==> config.mk <==
export PLATFORM = sky130hd
export DESIGN_NAME = qiw_ctrl
export DESIGN_NICKNAME = d
export VERILOG_FILES = /design/src/rtl/qiw_sync.v /design/src/rtl/qiw_fifo.v /design/src/rtl/qiw_ctrl.v
export VERILOG_INCLUDE_DIRS = /design/src /design/src/rtl
export SDC_FILE = /design/constraint.sdc
export NUM_CORES = 1
export LEC_CHECK = 0
export BUFFER_PORTS_ARGS = -buffer_cell sky130_fd_sc_hd__buf_2
export CELL_PAD_IN_SITES_DETAIL_PLACEMENT = 1
export CELL_PAD_IN_SITES_GLOBAL_PLACEMENT = 2
export CORE_AREA = 8 8 294 296
export DETAILED_ROUTE_END_ITERATION = 7
export DIE_AREA = 0 0 302 304
export PLACE_DENSITY = 0.9
export SLEW_MARGIN = 40
export SYNTH_ARGS = -nofsm -noshare
export SYNTH_HDL_FRONTEND = slang
export SYNTH_SLANG_ARGS = --single-unit
==> constraint.sdc <==
create_clock -name I_CLK -period 18.3 [get_ports I_CLK]
set_input_delay 0.915 -clock I_CLK [delete_from_list [all_inputs] [get_ports I_CLK]]
set_output_delay 0.915 -clock I_CLK [all_outputs]
set_load 0.02 [all_outputs]
==> src/rtl/qiw_map.vh <==
// Constants for the indirect write and command generator block.
`ifndef QIW_MAP_VH
`define QIW_MAP_VH
`define QIW_SRAM_W     32
`define QIW_SRAM_D     8
`define QIW_SRAM_AW    3
`define QIW_LEG_W      8
`define QIW_LEG_D      4
`define QIW_LEG_AW     2
`define QIW_PAGE_BYTES 16'h0010
`define QIW_WM_OFF     16'hFFFF
`define QIW_PRG_NADR   3'h3
`define QIW_OPS_MAX    2'h2
`define QIW_DUMMY_BYTE 8'h00
`endif

==> src/rtl/qiw_sync.v <==
// Two-flop synchroniser for signals entering the block clock domain.
`timescale 1ns/1ps
module qiw_sync #(
  parameter W = 1
) (
  input  wire         i_clk,
  input  wire         i_rst_n,
  input  wire [W-1:0] i_d,
  output wire [W-1:0] o_q
);
  reg [W-1:0] meta_ff;
  reg [W-1:0] sync_ff;

  always @(posedge i_clk or negedge i_rst_n) begin
    if (!i_rst_n) begin
      meta_ff <= {W{1'b0}};
      sync_ff <= {W{1'b0}};
    end else begin
      meta_ff <= i_d;
      sync_ff <= meta_ff;
    end
  end

  assign o_q = sync_ff;
endmodule

==> src/rtl/qiw_fifo.v <==
// Flop-based FIFO with valid/ready on both sides and a flush input.
`timescale 1ns/1ps
module qiw_fifo #(
  parameter W  = 32,
  parameter D  = 8,
  parameter AW = 3
) (
  input  wire          i_clk,
  input  wire          i_rst_n,
  input  wire          i_clr,
  input  wire          i_in_valid,
  output wire          o_in_ready,
  input  wire [W-1:0]  i_in_data,
  output wire          o_out_valid,
  input  wire          i_out_ready,
  output wire [W-1:0]  o_out_data,
  output wire [AW:0]   o_count
);
  localparam [AW:0] FULL = D[AW:0];
  reg  [W-1:0] mem_ff [0:D-1];
  reg  [AW-1:0] wp_ff;
  reg  [AW-1:0] rp_ff;
  reg  [AW:0]   cnt_ff;
  wire          push;
  wire          pop;

  assign o_in_ready  = (cnt_ff != FULL);
  assign o_out_valid = (cnt_ff != {(AW+1){1'b0}});
  assign push        = i_in_valid & o_in_ready;
  assign pop         = o_out_valid & i_out_ready;
  assign o_out_data  = mem_ff[rp_ff];
  assign o_count     = cnt_ff;

  always @(posedge i_clk) begin
    if (push) begin
      mem_ff[wp_ff] <= i_in_data;
    end
  end

  always @(posedge i_clk or negedge i_rst_n) begin
    if (!i_rst_n) begin
      wp_ff  <= {AW{1'b0}};
      rp_ff  <= {AW{1'b0}};
      cnt_ff <= {(AW+1){1'b0}};
    end else if (i_clr) begin
      wp_ff  <= {AW{1'b0}};
      rp_ff  <= {AW{1'b0}};
      cnt_ff <= {(AW+1){1'b0}};
    end else begin
      if (push) wp_ff <= wp_ff + 1'b1;
      if (pop) rp_ff <= rp_ff + 1'b1;
      cnt_ff <= cnt_ff + {{AW{1'b0}}, push} - {{AW{1'b0}}, pop};
    end
  end
endmodule

==> src/rtl/qiw_ctrl.v <==
// Indirect write staging, operation queue, legacy FIFOs and command generator.
// Summary of operation
// - Start address and byte count are loaded, then the write-start bit begins transfer.
// - Surplus bytes of a final write beyond the remaining count are dropped.
// - Writes enter the SRAM at once while room exists, otherwise the port waits.
// - Programming starts on a full page in SRAM or on all remaining bytes.
// - A watermark event fires when the SRAM fill falls below the write watermark.
// - A watermark of all ones switches the watermark event off.
// - Out-of-range data-port accesses go to the direct path when it is enabled.
// - Out-of-range accesses with the direct path disabled get an error response.
// - The write-cancel bit aborts the indirect write in progress.
// - A second indirect operation may be triggered while one runs.
// - A third queued indirect operation raises the reject event.
// - Legacy mode sends port writes to the TX FIFO and reads from the RX FIFO.
// - Legacy mode shifts both ways while chip select is low, byte for byte.
// - Legacy FIFOs hold four bytes; the port waits on a full TX FIFO or an empty RX FIFO.
// - Legacy FIFO levels against thresholds drive TX and RX threshold outputs.
// - Generated commands use opcode, address, dummy, write and read byte counts.
// - The execute pulse starts a command; busy stays high until it ends.
// - A generated command moves at most eight write and eight read data bytes via two data words.
// - Generated commands pre-empt reads but wait for any write sequence.
// - The read partition size in words shrinks the write region of the SRAM.
`timescale 1ns/1ps
`include "qiw_map.vh"
module qiw_ctrl (
  input  wire        I_CLK,
  input  wire        I_RST_N,
  input  wire        I_DP_VALID,
  input  wire        I_DP_WRITE,
  input  wire [31:0] I_DP_ADDR,
  input  wire [1:0]  I_DP_SIZE,
  input  wire [31:0] I_DP_WDATA,
  output wire        O_DP_READY,
  output reg         O_DP_RESP,
  output reg         O_DP_ERR,
  output reg  [31:0] O_DP_RDATA,
  output reg         O_DIR_VALID,
  output reg         O_DIR_WRITE,
  output reg  [31:0] O_DIR_ADDR,
  output reg  [31:0] O_DIR_WDATA,
  input  wire        I_DIRECT_EN,
  input  wire        I_LEGACY_EN,
  input  wire [31:0] I_TRIG_BASE,
  input  wire [4:0]  I_TRIG_RANGE,
  input  wire [2:0]  I_RD_PART,
  input  wire [23:0] I_WR_START_ADDR,
  input  wire [15:0] I_WR_COUNT,
  input  wire        I_WR_START,
  input  wire        I_WR_CANCEL,
  input  wire [15:0] I_WR_WATERMARK,
  input  wire [7:0]  I_PROG_OPCODE,
  input  wire        I_RD_START,
  input  wire        I_RD_DONE,
  input  wire [2:0]  I_TX_THR,
  input  wire [2:0]  I_RX_THR,
  input  wire [7:0]  I_CMD_OPCODE,
  input  wire [2:0]  I_CMD_NADDR,
  input  wire [3:0]  I_CMD_NDUMMY,
  input  wire [3:0]  I_CMD_NWR,
  input  wire [3:0]  I_CMD_NRD,
  input  wire [31:0] I_CMD_ADDR,
  input  wire [63:0] I_CMD_WDATA,
  input  wire        I_CMD_EXEC,
  output reg         O_CMD_BUSY,
  output reg  [63:0] O_CMD_RDATA,
  output reg         O_RD_YIELD,
  output reg         O_WR_BUSY,
  output reg  [5:0]  O_SRAM_FILL,
  output reg         O_WM_IRQ,
  output reg         O_IND_REJECT,
  output reg         O_TX_THR_IRQ,
  output reg         O_RX_THR_IRQ,
  input  wire        I_SCLK,
  input  wire        I_MISO,
  output reg         O_CS_N,
  output wire        O_MOSI
);
  localparam [2:0] PH_IDLE = 3'h0;
  localparam [2:0] PH_OP   = 3'h1;
  localparam [2:0] PH_ADR  = 3'h2;
  localparam [2:0] PH_DUM  = 3'h3;
  localparam [2:0] PH_WR   = 3'h4;
  localparam [2:0] PH_RD   = 3'h5;
  localparam [2:0] PH_LEG  = 3'h6;
  localparam [2:0] PH_GO   = 3'h7;

  reg         rs1_ff, rs2_ff;
  wire        rst_n = rs2_ff;
  wire [1:0]  pin_s;
  reg         sclk_prev_ff;
  reg  [2:0]  ph_ff, bit_ff;
  reg  [4:0]  cnt_ff;
  reg         pend_ff, own_prog_ff;
  reg  [7:0]  sh_ff, rxs_ff, opc_ff;
  reg  [31:0] addr_ff;
  reg  [2:0]  l_adr_ff;
  reg  [3:0]  l_dum_ff, l_rd_ff;
  reg  [4:0]  l_wr_ff;
  reg  [1:0]  wbi_ff, ops_ff;
  reg         wr_act_ff, q_val_ff, wm_below_ff;
  reg  [23:0] wr_addr_ff, q_addr_ff;
  reg  [15:0] q_cnt_ff, acc_rem_ff, prog_rem_ff, wr_left_ff;
  reg  [5:0]  fill_ff;

  always @(posedge I_CLK or negedge I_RST_N) begin
    if (!I_RST_N) begin
      rs1_ff <= 1'b0;
      rs2_ff <= 1'b0;
    end else begin
      rs1_ff <= 1'b1;
      rs2_ff <= rs1_ff;
    end
  end

  qiw_sync #(.W(2)) u_pin_sync (
    .i_clk   (I_CLK),
    .i_rst_n (rst_n),
    .i_d     ({I_SCLK, I_MISO}),
    .o_q     (pin_s)
  );

  wire sclk_rise = pin_s[1] & ~sclk_prev_ff;
  wire sclk_fall = ~pin_s[1] & sclk_prev_ff;
  wire busy_ph   = (ph_ff != PH_IDLE) && (ph_ff != PH_GO);
  wire byte_done = busy_ph & sclk_rise & (bit_ff == 3'h7);
  wire [7:0] rx_byte = {rxs_ff[6:0], pin_s[0]};

  // Data-port decode.
  wire [31:0] trig_mask = ~((32'h1 << I_TRIG_RANGE) - 32'h1);
  wire in_rng = ((I_DP_ADDR ^ I_TRIG_BASE) & trig_mask) == 32'h0;
  wire [15:0] sz_b = (I_DP_SIZE == 2'h0) ? 16'h1 : (I_DP_SIZE == 2'h1) ? 16'h2 : 16'h4;
  wire [15:0] keep = (acc_rem_ff < sz_b) ? acc_rem_ff : sz_b;
  wire [3:0]  w_cnt;
  wire [3:0]  w_cap = 4'h8 - {1'b0, I_RD_PART};
  wire s_in_rdy;
  wire [31:0] s_out;
  wire tx_in_rdy, tx_vld, rx_vld;
  wire [7:0] tx_byte, rx_head;
  wire [2:0] tx_cnt, rx_cnt;

  wire wr_need = wr_act_ff & (acc_rem_ff != 16'h0);
  wire wr_room = s_in_rdy & (w_cnt < w_cap);
  wire ind_wr  = ~I_LEGACY_EN & in_rng & I_DP_WRITE;
  assign O_DP_READY = I_LEGACY_EN ? (I_DP_WRITE ? tx_in_rdy : rx_vld) :
                      (ind_wr & wr_need) ? wr_room : 1'b1;
  wire dp_hit   = I_DP_VALID & O_DP_READY;
  wire s_push   = dp_hit & ind_wr & wr_need;
  wire leg_push = dp_hit & I_LEGACY_EN & I_DP_WRITE;
  wire leg_pop  = dp_hit & I_LEGACY_EN & ~I_DP_WRITE;
  wire out_rng  = dp_hit & ~I_LEGACY_EN & ~in_rng;

  // Next phase after the current one, skipping phases of zero length.
  wire [2:0] a_rd  = (l_rd_ff != 4'h0) ? PH_RD : PH_IDLE;
  wire [2:0] a_wr  = (l_wr_ff != 5'h0) ? PH_WR : a_rd;
  wire [2:0] a_dum = (l_dum_ff != 4'h0) ? PH_DUM : a_wr;
  wire [2:0] a_adr = (l_adr_ff != 3'h0) ? PH_ADR : a_dum;
  reg  [2:0] nx_ph;
  reg  [4:0] cur_len;
  always @* begin
    case (ph_ff)
      PH_GO:   begin nx_ph = PH_OP; cur_len = 5'h1; end
      PH_OP:   begin nx_ph = a_adr; cur_len = 5'h1; end
      PH_ADR:  begin nx_ph = a_dum; cur_len = {2'h0, l_adr_ff}; end
      PH_DUM:  begin nx_ph = a_wr; cur_len = {1'b0, l_dum_ff}; end
      PH_WR:   begin nx_ph = a_rd; cur_len = l_wr_ff; end
      PH_RD:   begin nx_ph = PH_IDLE; cur_len = {1'b0, l_rd_ff}; end
      default: begin nx_ph = PH_IDLE; cur_len = 5'h1; end
    endcase
  end

  wire step     = byte_done | (ph_ff == PH_GO);
  wire last     = (cnt_ff + 5'h1 == cur_len) | (ph_ff == PH_GO);
  wire [2:0] ld_ph  = last ? nx_ph : ph_ff;
  wire [4:0] ld_cnt = last ? 5'h0 : cnt_ff + 5'h1;
  wire leg_step = byte_done & (ph_ff == PH_LEG);
  wire seq_step = step & (ph_ff != PH_LEG);
  wire load_wr  = seq_step & (ld_ph == PH_WR) & own_prog_ff;
  wire s_pop    = load_wr & ((wbi_ff == 2'h3) | (wr_left_ff == 16'h1));
  wire tx_pop   = (leg_step | ((ph_ff == PH_IDLE) & I_LEGACY_EN)) & tx_vld;
  wire [2:0] adr_i  = l_adr_ff - 3'h1 - ld_cnt[2:0];
  wire [31:0] adr_sh = addr_ff >> {adr_i, 3'h0};
  wire [31:0] wd_sh  = s_out >> {wbi_ff, 3'h0};
  wire [63:0] cd_sh  = I_CMD_WDATA >> {ld_cnt[2:0], 3'h0};
  reg  [7:0] ld_byte;
  always @* begin
    case (ld_ph)
      PH_OP:   ld_byte = opc_ff;
      PH_ADR:  ld_byte = adr_sh[7:0];
      PH_WR:   ld_byte = own_prog_ff ? wd_sh[7:0] : cd_sh[7:0];
      default: ld_byte = `QIW_DUMMY_BYTE;
    endcase
  end

  // Program start: a full page or the whole remainder is staged.
  wire [15:0] fill16 = {10'h0, fill_ff};
  wire prog_rdy = wr_act_ff & (prog_rem_ff != 16'h0) &
                  ((fill16 >= `QIW_PAGE_BYTES) | (fill16 >= prog_rem_ff));
  wire [15:0] prog_len = (prog_rem_ff < `QIW_PAGE_BYTES) ? prog_rem_ff : `QIW_PAGE_BYTES;
  wire idle     = (ph_ff == PH_IDLE);
  wire go_prog  = idle & ~I_LEGACY_EN & prog_rdy;
  wire go_cmd   = idle & ~I_LEGACY_EN & ~prog_rdy & O_CMD_BUSY;
  wire tx_end   = seq_step & last & (nx_ph == PH_IDLE);
  wire cancel   = I_WR_CANCEL & wr_act_ff;
  wire wr_fin   = (tx_end & own_prog_ff & (prog_rem_ff == 16'h0)) | cancel;
  wire start    = I_WR_START | I_RD_START;
  wire reject   = start & (ops_ff == `QIW_OPS_MAX);
  wire st_ok    = start & ~reject;
  wire wr_new   = st_ok & I_WR_START;
  wire dec_n    = wr_fin | I_RD_DONE;
  wire wm_on    = (I_WR_WATERMARK != `QIW_WM_OFF);
  wire wm_now   = wr_act_ff & wm_on & ({10'h0, fill_ff} < I_WR_WATERMARK);

  always @(posedge I_CLK or negedge rst_n) begin
    if (!rst_n) begin
      sclk_prev_ff <= 1'b0;
      ph_ff        <= PH_IDLE;
      bit_ff       <= 3'h0;
      cnt_ff       <= 5'h0;
      pend_ff      <= 1'b0;
      sh_ff        <= 8'h00;
      rxs_ff       <= 8'h00;
      own_prog_ff  <= 1'b0;
      opc_ff       <= 8'h00;
      addr_ff      <= 32'h0;
      l_adr_ff     <= 3'h0;
      l_dum_ff     <= 4'h0;
      l_wr_ff      <= 5'h0;
      l_rd_ff      <= 4'h0;
      wbi_ff       <= 2'h0;
      O_CS_N       <= 1'b1;
      O_CMD_BUSY   <= 1'b0;
      O_CMD_RDATA  <= 64'h0;
    end else begin
      sclk_prev_ff <= pin_s[1];
      if (sclk_rise & busy_ph) begin
        rxs_ff  <= rx_byte;
        bit_ff  <= bit_ff + 3'h1;
        pend_ff <= ~byte_done;
      end else if (sclk_fall & pend_ff) begin
        sh_ff   <= {sh_ff[6:0], 1'b0};
        pend_ff <= 1'b0;
      end
      if (I_CMD_EXEC & ~O_CMD_BUSY) O_CMD_BUSY <= 1'b1;
      if (ph_ff == PH_RD && byte_done) begin
        O_CMD_RDATA[{cnt_ff[2:0], 3'h0} +: 8] <= rx_byte;
      end
      if (cancel & own_prog_ff & ~idle) begin
        ph_ff  <= PH_IDLE;
        O_CS_N <= 1'b1;
      end else if (go_prog) begin
        own_prog_ff <= 1'b1;
        opc_ff      <= I_PROG_OPCODE;
        addr_ff     <= {8'h00, wr_addr_ff};
        l_adr_ff    <= `QIW_PRG_NADR;
        l_dum_ff    <= 4'h0;
        l_wr_ff     <= prog_len[4:0];
        l_rd_ff     <= 4'h0;
        ph_ff       <= PH_GO;
      end else if (go_cmd) begin
        own_prog_ff <= 1'b0;
        opc_ff      <= I_CMD_OPCODE;
        addr_ff     <= I_CMD_ADDR;
        l_adr_ff    <= I_CMD_NADDR;
        l_dum_ff    <= I_CMD_NDUMMY;
        l_wr_ff     <= (I_CMD_NWR > 4'h8) ? 5'h8 : {1'b0, I_CMD_NWR};
        l_rd_ff     <= (I_CMD_NRD > 4'h8) ? 4'h8 : I_CMD_NRD;
        O_CMD_RDATA <= 64'h0;
        ph_ff       <= PH_GO;
      end else if (tx_pop) begin
        ph_ff   <= PH_LEG;
        sh_ff   <= tx_byte;
        bit_ff  <= 3'h0;
        pend_ff <= 1'b0;
        O_CS_N  <= 1'b0;
      end else if (leg_step) begin
        ph_ff  <= PH_IDLE;
        O_CS_N <= 1'b1;
      end else if (seq_step) begin
        ph_ff   <= ld_ph;
        cnt_ff  <= ld_cnt;
        sh_ff   <= ld_byte;
        bit_ff  <= 3'h0;
        pend_ff <= 1'b0;
        O_CS_N  <= (ld_ph == PH_IDLE);
        if (load_wr) wbi_ff <= wbi_ff + 2'h1;
        if (tx_end & ~own_prog_ff) O_CMD_BUSY <= 1'b0;
      end
      if (wr_fin) wbi_ff <= 2'h0;
    end
  end

  assign O_MOSI = sh_ff[7];

  // Indirect write bookkeeping and the two-deep operation queue.
  always @(posedge I_CLK or negedge rst_n) begin
    if (!rst_n) begin
      wr_act_ff   <= 1'b0;
      q_val_ff    <= 1'b0;
      wr_addr_ff  <= 24'h0;
      q_addr_ff   <= 24'h0;
      q_cnt_ff    <= 16'h0;
      acc_rem_ff  <= 16'h0;
      prog_rem_ff <= 16'h0;
      wr_left_ff  <= 16'h0;
      fill_ff     <= 6'h0;
      ops_ff      <= 2'h0;
      wm_below_ff <= 1'b0;
    end else begin
      ops_ff <= ops_ff + {1'b0, st_ok} - {1'b0, dec_n & (ops_ff != 2'h0)};
      wm_below_ff <= wm_now;
      fill_ff <= fill_ff + (s_push ? keep[5:0] : 6'h0) - {5'h0, load_wr};
      if (s_push) acc_rem_ff <= acc_rem_ff - keep;
      if (load_wr) wr_left_ff <= wr_left_ff - 16'h1;
      if (go_prog) begin
        wr_addr_ff  <= wr_addr_ff + {8'h00, prog_len};
        prog_rem_ff <= prog_rem_ff - prog_len;
      end
      if (wr_fin) begin
        wr_act_ff <= q_val_ff;
        q_val_ff  <= 1'b0;
        if (cancel) fill_ff <= 6'h0;
        if (q_val_ff) begin
          wr_addr_ff  <= q_addr_ff;
          acc_rem_ff  <= q_cnt_ff;
          prog_rem_ff <= q_cnt_ff;
          wr_left_ff  <= q_cnt_ff;
        end else begin
          acc_rem_ff  <= 16'h0;
          prog_rem_ff <= 16'h0;
        end
      end
      if (wr_new & ~wr_act_ff & ~q_val_ff) begin
        wr_act_ff   <= 1'b1;
        wr_addr_ff  <= I_WR_START_ADDR;
        acc_rem_ff  <= I_WR_COUNT;
        prog_rem_ff <= I_WR_COUNT;
        wr_left_ff  <= I_WR_COUNT;
      end else if (wr_new & ~q_val_ff) begin
        q_val_ff  <= 1'b1;
        q_addr_ff <= I_WR_START_ADDR;
        q_cnt_ff  <= I_WR_COUNT;
      end
    end
  end

  // Port responses, direct forwarding and event outputs.
  always @(posedge I_CLK or negedge rst_n) begin
    if (!rst_n) begin
      O_DP_RESP    <= 1'b0;
      O_DP_ERR     <= 1'b0;
      O_DP_RDATA   <= 32'h0;
      O_DIR_VALID  <= 1'b0;
      O_DIR_WRITE  <= 1'b0;
      O_DIR_ADDR   <= 32'h0;
      O_DIR_WDATA  <= 32'h0;
      O_WM_IRQ     <= 1'b0;
      O_IND_REJECT <= 1'b0;
      O_TX_THR_IRQ <= 1'b0;
      O_RX_THR_IRQ <= 1'b0;
      O_RD_YIELD   <= 1'b0;
      O_WR_BUSY    <= 1'b0;
      O_SRAM_FILL  <= 6'h0;
    end else begin
      O_DP_RESP   <= dp_hit;
      O_DP_ERR    <= out_rng & ~I_DIRECT_EN;
      O_DP_RDATA  <= leg_pop ? {24'h0, rx_head} : 32'h0;
      O_DIR_VALID <= out_rng & I_DIRECT_EN;
      if (out_rng & I_DIRECT_EN) begin
        O_DIR_WRITE <= I_DP_WRITE;
        O_DIR_ADDR  <= I_DP_ADDR;
        O_DIR_WDATA <= I_DP_WDATA;
      end
      O_WM_IRQ     <= wm_now & ~wm_below_ff;
      O_IND_REJECT <= reject;
      O_TX_THR_IRQ <= (tx_cnt <= I_TX_THR);
      O_RX_THR_IRQ <= (I_RX_THR != 3'h0) & (rx_cnt >= I_RX_THR);
      O_RD_YIELD   <= O_CMD_BUSY;
      O_WR_BUSY    <= wr_act_ff;
      O_SRAM_FILL  <= fill_ff;
    end
  end

  // Write partition of the SRAM; surplus bytes of the last word are never shifted out.
  qiw_fifo #(.W(`QIW_SRAM_W), .D(`QIW_SRAM_D), .AW(`QIW_SRAM_AW)) u_sram (
    .i_clk       (I_CLK),
    .i_rst_n     (rst_n),
    .i_clr       (cancel),
    .i_in_valid  (s_push),
    .o_in_ready  (s_in_rdy),
    .i_in_data   (I_DP_WDATA),
    .o_out_valid (),
    .i_out_ready (s_pop),
    .o_out_data  (s_out),
    .o_count     (w_cnt)
  );

  // Legacy FIFOs are four bytes deep; an RX byte that finds it full is lost.
  qiw_fifo #(.W(`QIW_LEG_W), .D(`QIW_LEG_D), .AW(`QIW_LEG_AW)) u_tx (
    .i_clk       (I_CLK),
    .i_rst_n     (rst_n),
    .i_clr       (1'b0),
    .i_in_valid  (leg_push),
    .o_in_ready  (tx_in_rdy),
    .i_in_data   (I_DP_WDATA[7:0]),
    .o_out_valid (tx_vld),
    .i_out_ready (tx_pop),
    .o_out_data  (tx_byte),
    .o_count     (tx_cnt)
  );

  qiw_fifo #(.W(`QIW_LEG_W), .D(`QIW_LEG_D), .AW(`QIW_LEG_AW)) u_rx (
    .i_clk       (I_CLK),
    .i_rst_n     (rst_n),
    .i_clr       (1'b0),
    .i_in_valid  (leg_step),
    .o_in_ready  (),
    .i_in_data   (rx_byte),
    .o_out_valid (rx_vld),
    .i_out_ready (leg_pop),
    .o_out_data  (rx_head),
    .o_count     (rx_cnt)
  );
endmodule

# == Yosys cells after proc, flatten, opt, wreduce, memory -nomap -nowiden ==
# Memory sizes are Yosys's and may differ from the RTL's.
# Index checks and enable logic that the tools add are counted.
# word_totals
wordCells,382
ramBits,320
n_memories,3
input_bits,308
reg_bits,394
# op_classes
n_mux,124
bitwise,91
n_shift,6
eq_ne,29
n_addsub,28
magnitude_cmp,10
reduce_logical,35
# memory_table
memory,words,width,read_ports,rd_clocked_by_memory_dff,wr,line_no,text
u_sram.mem_ff,8,32,1,0,1,qiw_fifo.v:20,reg [W-1:0] mem_ff [0:D-1];
u_rx.mem_ff,4,8,1,0,1,qiw_fifo.v:20,
u_tx.mem_ff,4,8,1,0,1,qiw_fifo.v:20,
# op_table
operator,n
two-way mux 64 bit,4
two-way mux 16 bit,13
two-way mux 24 bit,4
two-way mux 8 bit,12
two-way mux 3 bit,26
bitwise mux 64 bit,1
two-way mux 32 bit,2
"variable shift 8 x 8 -> 64 bit, first input constant",1
indexed part select 8 x 8 -> 64 bit,1
>> shifter 64 x 6 -> 8 bit,1
bitwise AND 1 bit,59
two-way mux 1 bit,38
bitwise AND 32 bit,1
zero test 32 bit,1
inverter 32 bit,1
nonzero test 16 bit,2
"left shift 1 x 5 -> 32 bit, first input constant",1
>> shifter 32 x 5 -> 8 bit,1
>> shifter 32 x 6 -> 8 bit,1
subtractor 16 bit,2
"subtractor 32 x 1 -> 32 bit, second input constant",1
bitwise XOR 32 bit,1
two-way mux 4 bit,7
adder 24 x 16 -> 24 bit,1
other kinds (58),141

# == Longest topological paths before layout ==
# depth
ltp_word,18
ltp_mapped,23
depth_no_buf,19

# == Modules after synthesis ==
# From an unflattened synthesis, not the netlist that was laid out.
# unflattened
cells_unflattened,2735
hier_area_um2,35084.9
# by_module_without_submodules
module,area_each_um2,cells_each,n_inst,seq_area_each_um2
qiw_ctrl,21339.2,2111,1,9160.0
qiw_fifo (u_sram),10376.2,445,1,7937.6
qiw_fifo (u_tx),1639.1,88,1,1136.1
qiw_fifo (u_rx),1630.3,87,1,1136.1
qiw_sync,100.1,4,1,100.1

# == Least setup slack after synthesis ==
# OpenSTA, ideal clock, no wires.
# synth_timing
kind,input -> register
startpoint,input I_TRIG_RANGE[0]
endpoint,memory u_sram.mem_ff[1][0] (enable)
setup_time_ns,0.461
required_time_ns,17.839
path_slack_ns,11.937
t_arrival_ns,5.901
cell_stages,14
path_buffers,4
cell_sequence,clkbuf_1 > buf_2 > nand3_1 > ha_1 > buf_2 > or3b_2 > o32ai_1 > a21oi_1 > o21ai_0 > nand4_1 > nor4_4 > buf_2 > nand2_1 > nor3_1
# synth_via
elab_chain_len,16
# synth_lines
element,line_no,text
"start, declared",qiw_ctrl.v:44,"input wire [4:0] I_TRIG_RANGE,"
left shift 1 x 5 -> 32 bit *,qiw_ctrl.v:129,wire [31:0] trig_mask = ~((32'h1 << I_TRIG_RANGE) - 32'h1);
subtractor 32 x 1 -> 32 bit *,qiw_ctrl.v:129,
inverter 32 bit *,qiw_ctrl.v:129,
bitwise AND 32 bit *,qiw_ctrl.v:130,wire in_rng = ((I_DP_ADDR ^ I_TRIG_BASE) & trig_mask) == 32'h0;
zero test 32 bit *,qiw_ctrl.v:130,
bitwise AND 1 bit * (2 in a row),qiw_ctrl.v:143,wire ind_wr = ~I_LEGACY_EN & in_rng & I_DP_WRITE;
bitwise AND 1 bit,qiw_ctrl.v:145,(ind_wr & wr_need) ? wr_room : 1'b1;
two-way mux 1 bit,qiw_ctrl.v:145,
two-way mux 1 bit,qiw_ctrl.v:144,assign O_DP_READY = I_LEGACY_EN ? (I_DP_WRITE ? tx_in_rdy : rx_vld) :
bitwise AND 1 bit,qiw_ctrl.v:146,wire dp_hit = I_DP_VALID & O_DP_READY;
bitwise AND 1 bit * (2 in a row),qiw_ctrl.v:147,wire s_push = dp_hit & ind_wr & wr_need;
bitwise AND 1 bit *,qiw_fifo.v:29,assign push = i_in_valid & o_in_ready;
two-way mux 1 bit *,qiw_fifo.v:35,if (push) begin
two-way mux 1 bit (implied by the code) *,qiw_fifo.v:36,mem_ff[wp_ff] <= i_in_data;
"end, declared",qiw_fifo.v:20,
# Mark *: on every way between the ends. The rest lies on a longest branch, timed or not.

# == Worst setup path after layout ==
# layout_timing
startpoint,input I_TRIG_RANGE[3]
endpoint,output O_DP_READY
# layout_via
elab_chain_len,10
# layout_lines
element,line_no,text
left shift 1 x 5 -> 32 bit,qiw_ctrl.v:129,
subtractor 32 x 1 -> 32 bit,qiw_ctrl.v:129,
inverter 32 bit,qiw_ctrl.v:129,
bitwise AND 32 bit,qiw_ctrl.v:130,
zero test 32 bit,qiw_ctrl.v:130,
bitwise AND 1 bit (2 in a row),qiw_ctrl.v:143,
bitwise AND 1 bit,qiw_ctrl.v:145,
two-way mux 1 bit,qiw_ctrl.v:145,
two-way mux 1 bit,qiw_ctrl.v:144,
"end, declared",qiw_ctrl.v:33,"output wire O_DP_READY,"
# Every way passes these cells.

==> impl_metrics.ini <==
[outcome]
status = complete, no violations

[hold_path]
worstHoldPathType = register to async pin

[routing]
vias = 24600
drt_pass1_iterations = 6
wl_per_cell_um = 26.6
drc = 0
drt.antenna.violating_nets = 0
drtIter0Drc = 1803
finalWirelength_mm = 113
via_per_inst = 5.81

[global_route]
grt_util_met3_pct = 4.13
grt-busiest-layer = met2
grtUsageMet1_pct = 30.2
grt_usage_pct = 24.1
grt_pass1_wl_mm = 170
grt_overflow = 0
grt_max_degree = 143
grt_antenna_before_repair = 14
grt_pass1_vias = 27000
grt_use_met2_pct = 41.5

[worst_setup_path]
cp-start-kind = primary input
worst_path_max_delay_cell = or3b_2
crit_required_ns = 17.39
arrival_ns = 4.30
r2r-start = cnt_ff[0]$_DFFE_PN0P_
critPathKind = primary input to output port
worstReg2RegEnd = fill_ff[5]$_DFF_PN0_
critPathMaxStageDelay_ns = 0.56
path_common_cell = nor2_1
reg2reg_depth = 16
endpoint_kind = output port
cp_cell_sequence = buf_2 > nor2_1 > nand2_1 > ha_1 > or3b_2 > o32ai_1 > a21oi_1 > o21ai_0 > nand4_1 > nor2_1 > nor4b_1 > nor2_1 > buf_2
reg2reg_slack_ns = 13.37
path_max_fanout = 29

[floorplan]
start_util_pct = 41.7
core_area_um2 = 81600
core.rowCount = 105
die_area_um2 = 91800
ios = 488
die_h_um = 304
die_w_um = 302

[cts]
post_cts_resize_count = 0
postCtsSetupRepairBufs = 0
cts_tree = built
ctsHtreeMaxLevel = 3
clkTransAtPathRegs_ns = 0.06
clk_latency_ns = 0.65
clock-sinks = 714
cts-root-buf = clkbuf_16
cts_buffers = 80
clk_path_buf_depth = 3

[final_layout]
multi_input_area_um2 = 13600
drive_above_1_share_pct = 28.9
regArea_um2 = 19500
final_net_count = 3497
area_growth_pct = 18.1
num-fill-cells = 8448

[synth]
syn_inst = 2645
synth_commonest_cells = 393 x dfrtp_1, 320 x edfxtp_1, 224 x nor2_1
avgSynthCellArea_um2 = 12.9
synth_edf_count = 320
synth_area_leader_cell = dfrtp_1
yosys-top-cells-area = dfrtp_1 29%, edfxtp_1 28%, mux4_2 7.1%
yosysWarnings = 0
synth_top_cell_area_share_pct = 28.9
ys_ff_latch = 714
synth_flop_cell = dfrtp_1
ys_seq_area_share_pct = 57.2
synth_cell_types = 99
async_reset_ff_share_pct = 55.2
syn_area_um2 = 34000
yosysMostFrequentCell = dfrtp_1

[timing]
finalCritPeriodShare_pct = 28.5
fin_ws_ns = 13.09
slew_headroom_pct = 42.4
tns_ns = 0
fin_worst_skew_ns = 0.0372
timing.final.crit_period_ns = 5.21
holdWs_ns = 0.354
hold_violations = 0
worst_pin_slew_ns = 0.864
fmax_ghz = 0.192
setup_viol = 0
drv_slew = 0
grt_setup_unrepaired = no

[flow_run]
maxCapViolations = 0

[placed_design]
port_buffers = 463
dp_hpwl_mm = 81.8
gp_congestion = 0.917
dp_slack_ns = 12.49

[power]
p_per_area_nw_per_um2 = 152
p_leak_nw = 16.6
finalPower_mw = 6.11
ir_drop_mv = 0.0773
-- logic make-up after synthesis --
kind of cell,Yosys count,share of synthesized area (%)
adders and majority gates,92,3.54
muxes,316,13.7
buffers and inverters,268,3.50
other,2,0.0221
DFF,714,57.2
xor gates and xnor gates,94,2.42
and+or+nand+nor,650,9.46
AOI/OAI and AO/OA,509,10.1
-- report_power, final --
part | switching, mW | internal [mW] | leakage [nW] | total [mW]
Sequential | 0.340 | 2.01 | 7.72 | 2.35
Clock | 0.689 | 0.930 | 1.29 | 1.62
Combinational | 1.30 | 0.838 | 7.58 | 2.14
-- flip-flops by register name (all words and copies together) (netlist names), 4 cells and up --
name and cells:
addr_ff 32, O_DIR_ADDR 32, u_rx.mem_ff 32, fill_ff 6
sh_ff 8, O_DIR_WDATA 32, O_DP_RDATA 8, acc_rem_ff 16
u_tx.mem_ff 32, rxs_ff 7, prog_rem_ff 16, q_cnt_ff 16
u_sram.o_count 4, O_CMD_RDATA 64, opc_ff 8, cnt_ff 5
q_addr_ff 24, wr_addr_ff 24, l_dum_ff 4, u_sram.mem_ff 256
l_rd_ff 4, wr_left_ff 16, l_wr_ff 5, O_SRAM_FILL 6
-- final cells by class --
| cell class | count | area share, % |
|---|---|---|
| sequential | 714 | 48.5 |
| multi-input combinational | 1700 | 33.9 |
| timing repair buffer | 501 | 6.66 |
| clock buffer | 113 | 5.52 |
| tap | 1070 | 3.33 |
| clock inverter | 35 | 1.11 |
| inverter | 100 | 0.934 |
| antenna | 5 | 0.0311 |
-- routing by layer --
layer  part of all wire, %  wire length [um]  up-vias
met5                 0.075                84        -
met4                   3.5              3930       14
met3                   5.7              6470      225
met2                    50             56800      865
met1                    40             45400    12800
li1                      -                 -    10800
-- cells in the final DEF, fill, tap and decap left out, types with 61 or more instances in the layout --
master / Yosys / final
xnor2_1: 61 / 61
nand2_1: 129 / 127
edfxtp_1: 320 / 320
dfrtp_1: 393 / 389
ha_1: 85 / 85
mux2_2: 122 / 122
mux2i_1: 83 / 83
buf_2: 43 / 463
o21ai_0: 72 / 71
nor2_1: 224 / 213
clkbuf_16: 0 / 81
a21oi_1: 127 / 126
mux4_2: 108 / 108
inv_1: 99 / 99
-- critical path: cells and delay by family --
kind | cells | cell delay, ns
buffers and inverters | 2 | 0.46
adder cells (fa/ha/maj) | 1 | 0.42
AO/OA/AOI/OAI | 3 | 0.52
AND/OR/NAND/NOR | 7 | 2.01
-- how the worst max path moves through the flow --
stage / start / to / slack [ns] / depth (start not counted)
CTS: I_TRIG_RANGE[3] / O_DP_READY / 13.05 / 13
global placement: I_TRIG_RANGE[2] / fill_ff[5]$_DFF_PN0_ / 12.69 / 21
detailed placement: I_TRIG_RANGE[2] / fill_ff[5]$_DFF_PN0_ / 12.49 / 21
finish: I_TRIG_RANGE[3] / O_DP_READY / 13.09 / 13
floorplan: rs2_ff$_DFF_PN0_ / O_CMD_BUSY$_DFF_PN0_ / 6.51 / 0
global route: I_TRIG_RANGE[2] / O_DP_READY / 12.62 / 13
-- per-stage QoR --
step                cells  instance area [um2]  util, %
detailed placement   4083                37400     45.9
global route         4237                40200     49.3
floorplan            2682                34200        -
global placement     4081                37300     45.8
CTS                  4232                40100     49.2
finish               4238                40200     49.3
-- timing repair --
item                                    in CTS  in global routing
hold buffers                                 1                  0
hold endpoints to repair                     2                  0
endpoints found under the setup margin       0                  0
No activity file was read; power rests on OpenSTA's default activity.
